$ cat config.mk
export PLATFORM = sky130hd
export DESIGN_NAME = aft_control
export DESIGN_NICKNAME = d
export VERILOG_FILES = /design/src/pkg/aft_pkg.sv /design/src/hdl/aft_timing.sv /design/src/hdl/aft_control.sv
export SDC_FILE = /design/constraint.sdc
export NUM_CORES = 1
export LEC_CHECK = 0
export ABC_AREA = 1
export BUFFER_PORTS_ARGS = -buffer_cell sky130_fd_sc_hd__clkbuf_2
export CAP_MARGIN = 20
export CORE_MARGIN = 2
export CORE_UTILIZATION = 35
export CTS_BUF_LIST = sky130_fd_sc_hd__clkbuf_4 sky130_fd_sc_hd__clkbuf_8 sky130_fd_sc_hd__clkbuf_16
export CTS_CLUSTER_SIZE = 12
export DETAILED_ROUTE_END_ITERATION = 7
export PLACE_DENSITY = 0.53
export SYNTH_ARGS = -nofsm -noshare
export SYNTH_HDL_FRONTEND = slang
export SYNTH_HIERARCHICAL = 1
export SYNTH_SLANG_ARGS = --single-unit
$ cat constraint.sdc
create_clock -name CLK -period 2.9 [get_ports CLK]
set_input_delay 0.725 -clock CLK [delete_from_list [all_inputs] [get_ports CLK]]
set_output_delay 0.725 -clock CLK [all_outputs]
set_load 0.1 [all_outputs]
$ cat src/pkg/aft_pkg.sv
// constants, types and field layout for the front end control block
// ---------------------------------------------------------------------
// ---------------------------------------------------------------------
`default_nettype none
package aft_pkg;
  // ---------------------------------------------------------------
  // clocking and timing
  // ---------------------------------------------------------------
  localparam int CLK_FREQ_HZ   = 200_000_000;
  localparam int TIMER_FREQ_HZ = 4_000_000;
  localparam int TICK_DIV      = CLK_FREQ_HZ / TIMER_FREQ_HZ;
  localparam int FAULT_FLAG_REGISTER_TIME_MS  = 16;
  localparam int FAULT_FLAG_REGISTER_CYCLES   = FAULT_FLAG_REGISTER_TIME_MS * (CLK_FREQ_HZ / 1000);
  // ---------------------------------------------------------------
  // serial frame and register map
  // ---------------------------------------------------------------
  localparam int ADDR_W  = 8;
  localparam int DATA_W  = 24;
  localparam int COUNT_W = 16;
  localparam logic [4:0] ADDR_LAST_BIT  = 5'h07;
  localparam logic [4:0] FRAME_LAST_BIT = 5'h1f;
  localparam logic [ADDR_W-1:0] ADDR_MAIN_CONTROL = 8'h00;
  localparam logic [ADDR_W-1:0] ADDR_SAMPLE_START = 8'h01;
  localparam logic [ADDR_W-1:0] ADDR_SAMPLE_END   = 8'h02;
  // ---------------------------------------------------------------
  // main_control field positions and sample window count reset value
  // ---------------------------------------------------------------
  localparam int SOFT_RESET_BIT     = 3;
  localparam int SELFTEST_START_BIT = 2;
  localparam int TIMING_HOLD_BIT    = 1;
  localparam int READ_EN_BIT        = 0;
  localparam logic [COUNT_W-1:0] COUNT_RST = 16'h0000;
  // ---------------------------------------------------------------
  // types
  // ---------------------------------------------------------------
  typedef enum logic [1:0] {
    ST_ADDR = 2'b00,
    ST_DATA = 2'b01,
    ST_DONE = 2'b11
  } aft_spi_st_t;
  typedef struct packed {
    logic [COUNT_W-1:0] start;
    logic [COUNT_W-1:0] stop;
  } aft_window_t;
  typedef struct packed {
    logic hold;
    logic read_en;
  } aft_ctrl_t;
endpackage
`default_nettype wire

$ cat src/hdl/aft_timing.sv
// period counter, first-LED sample window and diagnostics timer
`timescale 1ns/1ps
`default_nettype none
module aft_timing #(
  parameter int TICK_DIV    = aft_pkg::TICK_DIV,
  parameter int FAULT_FLAG_REGISTER_CYCLES = aft_pkg::FAULT_FLAG_REGISTER_CYCLES
) (
  input  wire logic                       clk,
  input  wire logic                       rst,
  input  wire logic                       hold,
  input  wire aft_pkg::aft_window_t       win,
  input  wire logic [aft_pkg::COUNT_W-1:0] period_cnt,
  input  wire logic                       fault_flag_register_go,
  output var  logic                       sample,
  output var  logic                       fault_flag_register_busy,
  output var  logic                       fault_flag_register_done
);
  localparam int TW = $clog2(TICK_DIV);
  localparam int DW = (FAULT_FLAG_REGISTER_CYCLES > 1) ? $clog2(FAULT_FLAG_REGISTER_CYCLES) : 1;

  // ---------------------------------------------------------------
  // elaboration checks
  // ---------------------------------------------------------------
  if (TICK_DIV < 2) begin : g_bad_div
    $error("tick divider must be at least two");
  end
  if (FAULT_FLAG_REGISTER_CYCLES < 1) begin : g_bad_fault_flag_register
    $error("diagnostics length must be at least one cycle");
  end

  logic [TW-1:0]               tick_cnt_r, tick_cnt_nxt;
  logic [aft_pkg::COUNT_W-1:0] prd_cnt_r, prd_cnt_nxt;
  logic [DW-1:0]               fault_flag_register_cnt_r, fault_flag_register_cnt_nxt;
  logic                        sample_r, sample_nxt;
  logic                        busy_r, busy_nxt;
  logic                        done_r, done_nxt;
  logic                        tick;

  // ---------------------------------------------------------------
  // next-state logic
  // ---------------------------------------------------------------
  always_comb begin
    tick         = (tick_cnt_r == TW'(TICK_DIV - 1));
    tick_cnt_nxt = tick ? '0 : tick_cnt_r + 1'b1;
    prd_cnt_nxt  = prd_cnt_r;
    if (tick) begin
      // wrap at the programmed period length
      prd_cnt_nxt = (prd_cnt_r >= period_cnt) ? '0 : prd_cnt_r + 1'b1;
    end
    if (hold) begin
      tick_cnt_nxt = '0;
      prd_cnt_nxt  = '0;
    end
    // window compare, inclusive at both ends
    sample_nxt = !hold && (prd_cnt_r >= win.start) &&
                 (prd_cnt_r <= win.stop);
    fault_flag_register_cnt_nxt = fault_flag_register_cnt_r;
    busy_nxt     = busy_r;
    done_nxt     = 1'b0;
    if (busy_r) begin
      fault_flag_register_cnt_nxt = fault_flag_register_cnt_r + 1'b1;
      if (fault_flag_register_cnt_r == DW'(FAULT_FLAG_REGISTER_CYCLES - 1)) begin
        busy_nxt     = 1'b0;
        done_nxt     = 1'b1;
        fault_flag_register_cnt_nxt = '0;
      end
    end else if (fault_flag_register_go) begin
      busy_nxt     = 1'b1;
      fault_flag_register_cnt_nxt = '0;
    end
  end

  // registers
  always_ff @(posedge clk) begin
    if (rst) begin
      tick_cnt_r <= '0;
      prd_cnt_r  <= '0;
      fault_flag_register_cnt_r <= '0;
      sample_r   <= 1'b0;
      busy_r     <= 1'b0;
      done_r     <= 1'b0;
    end else begin
      tick_cnt_r <= tick_cnt_nxt;
      prd_cnt_r  <= prd_cnt_nxt;
      fault_flag_register_cnt_r <= fault_flag_register_cnt_nxt;
      sample_r   <= sample_nxt;
      busy_r     <= busy_nxt;
      done_r     <= done_nxt;
    end
  end

  assign sample    = sample_r;
  assign fault_flag_register_busy = busy_r;
  assign fault_flag_register_done = done_r;

  // ---------------------------------------------------------------
  // assertions
  // ---------------------------------------------------------------
  a_hold_clears_count: assert property (@(posedge clk) disable iff (rst)
    hold |=> (prd_cnt_r == '0) && !sample_r)
    else $error("period count not held while hold is set");
  a_window_sample: assert property (@(posedge clk) disable iff (rst)
    (!hold && prd_cnt_r >= win.start && prd_cnt_r <= win.stop)
    |=> sample_r)
    else $error("sample low inside window");
  a_period_wraps: assert property (@(posedge clk) disable iff (rst)
    (!hold && tick && prd_cnt_r >= period_cnt) |=> (prd_cnt_r == '0))
    else $error("period counter did not wrap");
  a_tick_rate: assert property (@(posedge clk) disable iff (rst)
    (!hold && tick_cnt_r == '0) |=> (tick_cnt_r == TW'(1)))
    else $error("tick divider misbehaves");
  a_fault_flag_register_ends: assert property (@(posedge clk) disable iff (rst)
    (busy_r && fault_flag_register_cnt_r == DW'(FAULT_FLAG_REGISTER_CYCLES - 1)) |=> (!busy_r && done_r))
    else $error("diagnostics did not end on time");
  a_fault_flag_register_starts: assert property (@(posedge clk) disable iff (rst)
    (!busy_r && fault_flag_register_go) |=> (busy_r && fault_flag_register_cnt_r == '0))
    else $error("diagnostics did not start");
  c_fault_flag_register_done: cover property (@(posedge clk) disable iff (rst) done_r);
  c_sample_rise: cover property (@(posedge clk) disable iff (rst)
    $rose(sample_r));
endmodule
`default_nettype wire

$ cat src/hdl/aft_control.sv
// serial register slave, control register and sample window registers
`timescale 1ns/1ps
`default_nettype none
module aft_control #(
  parameter int FAULT_FLAG_REGISTER_CYCLES = aft_pkg::FAULT_FLAG_REGISTER_CYCLES
) (
  input  wire logic                        CLK,
  input  wire logic                        RESET,
  input  wire logic                        SCLK,
  input  wire logic                        MOSI,
  input  wire logic                        CS_N,
  input  wire logic [aft_pkg::COUNT_W-1:0] PERIOD_COUNT,
  output var  logic                        MISO,
  output var  logic                        SAMPLE_LED1,
  output var  logic                        FAULT_FLAG_REGISTER_ACTIVE,
  output var  logic                        FAULT_FLAG_REGISTER_DONE,
  output var  logic                        TIMER_HOLD
);
  // ---------------------------------------------------------------
  // readback decode
  // ---------------------------------------------------------------
  function automatic logic [aft_pkg::DATA_W-1:0] read_word(
    input logic [aft_pkg::ADDR_W-1:0] a,
    input aft_pkg::aft_window_t       w
  );
    read_word = 24'h000000; // control and unmapped read as zero
    if (a == aft_pkg::ADDR_SAMPLE_START) begin
      read_word = {8'h00, w.start};
    end else if (a == aft_pkg::ADDR_SAMPLE_END) begin
      read_word = {8'h00, w.stop};
    end
  endfunction

  // ---------------------------------------------------------------
  // pin synchronisers
  // ---------------------------------------------------------------
  logic [2:0] sync_s1_r;
  logic [2:0] sync_s2_r;
  logic       sclk_d_r;
  logic       sclk_s;
  logic       mosi_s;
  logic       cs_act;
  logic       sclk_rise;
  logic       sclk_fall;

  // two stages per pin, then an edge history on the clock only
  always_ff @(posedge CLK) begin
    if (RESET) begin
      sync_s1_r <= 3'h4; // idle pins: deselected, clock low
      sync_s2_r <= 3'h4; // no false clock edge after reset
      sclk_d_r  <= 1'b0;
    end else begin
      sync_s1_r <= {CS_N, SCLK, MOSI};
      sync_s2_r <= sync_s1_r;
      sclk_d_r  <= sync_s2_r[1];
    end
  end

  assign mosi_s    = sync_s2_r[0];
  assign sclk_s    = sync_s2_r[1];
  assign cs_act    = !sync_s2_r[2];
  assign sclk_rise = sclk_s && !sclk_d_r;
  assign sclk_fall = !sclk_s && sclk_d_r;

  // ---------------------------------------------------------------
  // state
  // ---------------------------------------------------------------
  aft_pkg::aft_spi_st_t        st_r, st_nxt;
  logic [4:0]                  bit_cnt_r, bit_cnt_nxt;
  logic [aft_pkg::DATA_W-1:0]  shin_r, shin_nxt;
  logic [aft_pkg::DATA_W-1:0]  shout_r, shout_nxt;
  logic [aft_pkg::ADDR_W-1:0]  addr_r, addr_nxt;
  logic                        miso_r, miso_nxt;
  logic                        soft_r, soft_nxt;
  logic                        go_r, go_nxt;
  aft_pkg::aft_ctrl_t          ctrl_r, ctrl_nxt;
  aft_pkg::aft_window_t        win_r, win_nxt;
  logic [aft_pkg::DATA_W-1:0]  wdata;
  logic                        int_rst;
  logic                        fault_flag_register_busy;

  // soft reset clears everything except the serial engine itself
  assign int_rst = RESET || soft_r;
  assign wdata   = {shin_r[aft_pkg::DATA_W-2:0], mosi_s};

  // ---------------------------------------------------------------
  // serial frame and register write logic
  // ---------------------------------------------------------------
  always_comb begin
    st_nxt      = st_r;
    bit_cnt_nxt = bit_cnt_r;
    shin_nxt    = shin_r;
    shout_nxt   = shout_r;
    addr_nxt    = addr_r;
    miso_nxt    = miso_r;
    soft_nxt    = 1'b0;
    go_nxt      = 1'b0;
    ctrl_nxt    = ctrl_r;
    win_nxt     = win_r;
    if (!cs_act) begin
      st_nxt      = aft_pkg::ST_ADDR;
      bit_cnt_nxt = '0;
      miso_nxt    = 1'b0;
    end else begin
      case (st_r)
        aft_pkg::ST_ADDR: begin
          if (sclk_rise) begin
            shin_nxt    = wdata;
            bit_cnt_nxt = bit_cnt_r + 1'b1;
            if (bit_cnt_r == aft_pkg::ADDR_LAST_BIT) begin
              addr_nxt  = wdata[aft_pkg::ADDR_W-1:0];
              st_nxt    = aft_pkg::ST_DATA;
              // readback only when enabled, control reads zero
              shout_nxt = ctrl_r.read_en ?
                          read_word(wdata[aft_pkg::ADDR_W-1:0], win_r) :
                          24'h000000;
            end
          end
        end
        aft_pkg::ST_DATA: begin
          if (sclk_fall) begin
            miso_nxt  = shout_r[aft_pkg::DATA_W-1];
            shout_nxt = {shout_r[aft_pkg::DATA_W-2:0], 1'b0};
          end
          if (sclk_rise) begin
            shin_nxt    = wdata;
            bit_cnt_nxt = bit_cnt_r + 1'b1;
            if (bit_cnt_r == aft_pkg::FRAME_LAST_BIT) begin
              st_nxt = aft_pkg::ST_DONE;
              if (addr_r == aft_pkg::ADDR_MAIN_CONTROL) begin
                // upper control bits are ignored; host keeps them zero
                soft_nxt         = wdata[aft_pkg::SOFT_RESET_BIT];
                go_nxt           = wdata[aft_pkg::SELFTEST_START_BIT];
                ctrl_nxt.hold    = wdata[aft_pkg::TIMING_HOLD_BIT];
                ctrl_nxt.read_en = wdata[aft_pkg::READ_EN_BIT];
              end else if (!ctrl_r.read_en) begin
                if (addr_r == aft_pkg::ADDR_SAMPLE_START) begin
                  win_nxt.start = wdata[aft_pkg::COUNT_W-1:0];
                end else if (addr_r == aft_pkg::ADDR_SAMPLE_END) begin
                  win_nxt.stop = wdata[aft_pkg::COUNT_W-1:0];
                end
              end
            end
          end
        end
        aft_pkg::ST_DONE: begin
          miso_nxt = 1'b0; // extra clocks after a frame are ignored
        end
        default: begin
          st_nxt = aft_pkg::ST_ADDR;
        end
      endcase
    end
  end

  // serial engine registers, cleared by the pin reset only
  always_ff @(posedge CLK) begin
    if (RESET) begin
      st_r      <= aft_pkg::ST_ADDR;
      bit_cnt_r <= '0;
      shin_r    <= '0;
      shout_r   <= '0;
      addr_r    <= '0;
      miso_r    <= 1'b0;
      soft_r    <= 1'b0;
      go_r      <= 1'b0;
    end else begin
      st_r      <= st_nxt;
      bit_cnt_r <= bit_cnt_nxt;
      shin_r    <= shin_nxt;
      shout_r   <= shout_nxt;
      addr_r    <= addr_nxt;
      miso_r    <= miso_nxt;
      soft_r    <= soft_nxt;
      go_r      <= go_nxt;
    end
  end

  // register bank, cleared by pin reset or soft reset
  always_ff @(posedge CLK) begin
    if (int_rst) begin
      ctrl_r <= '0;
      win_r  <= '{start: aft_pkg::COUNT_RST, stop: aft_pkg::COUNT_RST};
    end else begin
      ctrl_r <= ctrl_nxt;
      win_r  <= win_nxt;
    end
  end

  // ---------------------------------------------------------------
  // timing engine
  // ---------------------------------------------------------------
  aft_timing #(
    .TICK_DIV    (aft_pkg::TICK_DIV),
    .FAULT_FLAG_REGISTER_CYCLES (FAULT_FLAG_REGISTER_CYCLES)
  ) u_timing (
    .clk        (CLK),
    .rst        (int_rst),
    .hold       (ctrl_r.hold),
    .win        (win_r),
    .period_cnt (PERIOD_COUNT),
    .fault_flag_register_go    (go_r),
    .sample     (SAMPLE_LED1),
    .fault_flag_register_busy  (fault_flag_register_busy),
    .fault_flag_register_done  (FAULT_FLAG_REGISTER_DONE)
  );

  assign MISO        = miso_r;
  assign FAULT_FLAG_REGISTER_ACTIVE = fault_flag_register_busy;
  assign TIMER_HOLD  = ctrl_r.hold;

  // ---------------------------------------------------------------
  // assertions
  // ---------------------------------------------------------------
  a_ctrl_reads_zero: assert property (@(posedge CLK) disable iff (RESET)
    (st_r == aft_pkg::ST_DATA && addr_r == aft_pkg::ADDR_MAIN_CONTROL)
    |-> (shout_r == '0) && !miso_r)
    else $error("control register data seen on readback");
  a_read_gated: assert property (@(posedge CLK) disable iff (RESET)
    (cs_act && st_r == aft_pkg::ST_ADDR && sclk_rise &&
     bit_cnt_r == aft_pkg::ADDR_LAST_BIT && !ctrl_r.read_en)
    |=> (shout_r == '0))
    else $error("readback loaded while disabled");
  a_soft_clears: assert property (@(posedge CLK) disable iff (RESET)
    soft_r |=> (win_r == '0) && (ctrl_r == '0) && !FAULT_FLAG_REGISTER_ACTIVE && !soft_r)
    else $error("soft reset left state behind");
  a_end_written: assert property (@(posedge CLK) disable iff (int_rst)
    (cs_act && st_r == aft_pkg::ST_DATA && sclk_rise &&
     bit_cnt_r == aft_pkg::FRAME_LAST_BIT && !ctrl_r.read_en &&
     addr_r == aft_pkg::ADDR_SAMPLE_END)
    |=> (win_r.stop == $past(wdata[aft_pkg::COUNT_W-1:0])))
    else $error("sample end count not written");
  c_soft_reset: cover property (@(posedge CLK) disable iff (RESET) soft_r);
  c_read_frame: cover property (@(posedge CLK) disable iff (RESET)
    st_r == aft_pkg::ST_DATA && ctrl_r.read_en && miso_r);
  c_fault_flag_register_run: cover property (@(posedge CLK) disable iff (RESET)
    $rose(FAULT_FLAG_REGISTER_ACTIVE));
endmodule
`default_nettype wire

==> metrics.txt <==
status=finished clean; Max Slew Vio Count=0; antenna cells=0; Syn Inst Count=~1,200; die area=23,900 um2; Post-Syn Area=a little under 8000 um2; CTS tree=done; xor-xnor portion of the synthesized cell area=under 10%; pre-CTS setup slack=approximately 0.65 ns; Boundary Pins=26; final HPWL from detailed placement=around 13 mm; WS Path Type=register to output port; relative slew slack=a little under half; All-Layer GR Usage=between 15 and 20%; Critical Path End Type=output port; Inserted Clock Buffers=17; Clock Pin Slew Worst Setup and Hold Paths=0.07 ns; WP data required=approximately 2.2 ns; row cnt=55; CP max FO=8; Simple-Gate Fraction of Synth Area=between 30% and 40%; post-synthesis sequential area ratio=between 30% and 40%; root buf cell=clkbuf_16; GPL Wtd Cong=roughly 0.8; leak pwr=~3.6 nW; commonest cells after routing, fill and taps aside=nand2_1, nor2_1, dfxtp_1; Yosys reg bits=approximately 150; top cells by area, synth=dfxtp_1, nand2_1, ha_1; First-pass DRT Iterations=5; final core utilization=between 30% and 40%; Final ANT Viol Nets=0; Die Ht=between 150 and 200 um; crit path time final=roughly 2.2 ns; Synthesized Nets=roughly 1,200; Initial Util=35.4%; first-pass GRT wire length=31.4 mm; syn_area_per_cell=between 6 and 7 um2; H-Tree Depth=4; Fillers=roughly 2,400; delay-heaviest family, CP=flip-flops; fraction of layout cells with a size suffix above 1=10.3%; Layout Nets=between 1,000 and 1,500; Fmax=between 0.4 and 0.5 GHz; IO Port Bufs=25; drt via density=approximately 4.7; core box area=22,400 um2; Synth Area in Compound Gates=around 11%; crit path buf inv count=1; Unique masters post-synth=37; top cell type by total area after synthesis=dfxtp_1; final worst slack=between 0.6 and 0.7 ns; vias in the first global route=roughly 6,400; largest net degree at the start of global routing=36; # setup viols final=0; slowest stage delay, CP=between 0.5 and 0.6 ns; Peak supply drop=between 0.3 and 0.4 mV; # hold bufs at CTS=0; Vias=just under 7,000; Sink Count=approximately 150; Final TNS setup=0 ns; clk buf depth=2; routed len/inst=between 10 and 15 um; CP Cell Sequence=clkbuf_2; Worst Max-Slew Pin Slew=roughly 0.81 ns; Layout Skew=about 0.011 ns; critical path arrival=between 1.5 and 2 ns; latest clock arrival within the worst-skew pair=0.43 ns; worst hold path type=register to register; most common cell after layout, fill and taps aside=nand2_1; wirelength, routed=between 15 and 20 mm; largest family of logic cells by synthesized area=simple AND/OR/NAND/NOR gates; Critical Path Slowest Stage Cell=dfxtp_1; WHS=0.404 ns; area share of the largest cell type after synthesis=36.5%; initial antenna violation count=0; Max-Cap Viols=0; YS warnings=6; initial drt markers=between 300 and 400; fraction of synthesized area in multiplexers=0%; RSZ-0062 raised after global routing=no; DRC viols=0; Synth Area in Adders=approximately 8.5%; CP Launch Type=register; die width=approximately 150 um; GRT overflow=0; final hold viol count=0; period utilisation layout=between 70 and 80%; PD cells=between 400 and 500 nW/um2; Area growth syn-to-layout=11.7%; CTS resizes=0; setup bufs post-CTS=0
[state kept, by name (all words and copies together) (netlist names), 5 cells and up]
register,flops
win_r,32
shout_r,24
u_timing/fault_flag_register_cnt_r,22
u_timing/prd_cnt_r,16
shin_r,15
addr_r,8
u_timing/tick_cnt_r,6
bit_cnt_r,5
[cells in the mapped netlist]
cell type	number
a211oi_1	2
a21oi_1	96
a21oi_2	1
a311oi_1	1
and3_1	1
buf_1	1
buf_2	10
buf_4	5
buf_6	3
clkbuf_1	19
clkinv_1	1
dfxtp_1	145
ha_1	54
inv_1	130
inv_2	10
nand2_1	249
nand2_2	5
nand2_4	1
nand3_1	73
nand3_2	2
nand3_4	1
nand3b_1	1
nand4_1	38
nor2_1	179
nor2_2	11
nor2_4	10
nor3_1	13
nor3_2	4
o21a_1	4
o21ai_0	47
o21ai_1	7
o21ai_2	3
o21ai_4	1
or2_0	1
or2_2	5
xnor2_1	5
xor2_1	13
[path summary, 6_finish.rpt]
check | from | endpoint | slack [ns] | cells after the start
worst min-delay path | sync_s1_r[1] | sync_s2_r[1] | 0.40 | 2
worst max-delay path | u_timing/fault_flag_register_busy | FAULT_FLAG_REGISTER_ACTIVE | 0.66 | 1
worst max register to register | bit_cnt_r[0] | win_r[5] | 0.77 | 11
worst min register to register | sync_s1_r[1] | sync_s2_r[1] | 0.40 | 2
[report_power, final]
group          leakage [nW]  internal [mW]  switching, mW  total, mW
sequential             1.17           2.00        0.00977       2.01
combinational          2.21         0.0451         0.0906      0.136
clock                 0.264           1.12          0.960       2.08
[worst reg2reg max path: cells and delay by family, from the launching register on]
kind,cells,cell delay (ns)
simple gates,8,1.26
flops,1,0.37
fa+ha+maj,2,0.32
buf+inv,1,0.05
[kinds of logic after synthesis]
group,Yosys count
xor+xnor,18
fa+ha+maj,54
buf+inv,179
simple gates,594
flops,145
compound gates,162
[routing by layer]
| layer | routed length, um | track usage, % | vias to the layer above |
|---|---|---|---|
| met1 | 9740 | 22.2 | 3034 |
| met2 | 8080 | 25.8 | 66 |
| met3 | 485 | 3.47 | 8 |
| met4 | 183 | 4.32 | 0 |
| met5 | 0 | 0 | - |
| li1 | - | - | 3754 |
[through the flow]
stage | std cells | area [um2] | total power, mW
after global placement | 1434 | 8320 | 2.19
after global routing | 1466 | 8870 | 4.39
after floorplan | 1152 | 7950 | 2.15
after detailed placement | 1434 | 8320 | 2.19
after CTS | 1466 | 8870 | 4.28
final | 1466 | 8870 | 4.23
[final cells by class]
cell class	count	area (um2)	share of cell area [%]
clock buffer	17	425	4.79
inverter	141	529	5.96
tap	285	357	4.02
multi-input combinational	828	4320	48.7
timing repair buffer	35	213	2.40
sequential	145	2900	32.7
clock inverter	15	129	1.45
Power figures use the tool's default switching activity.
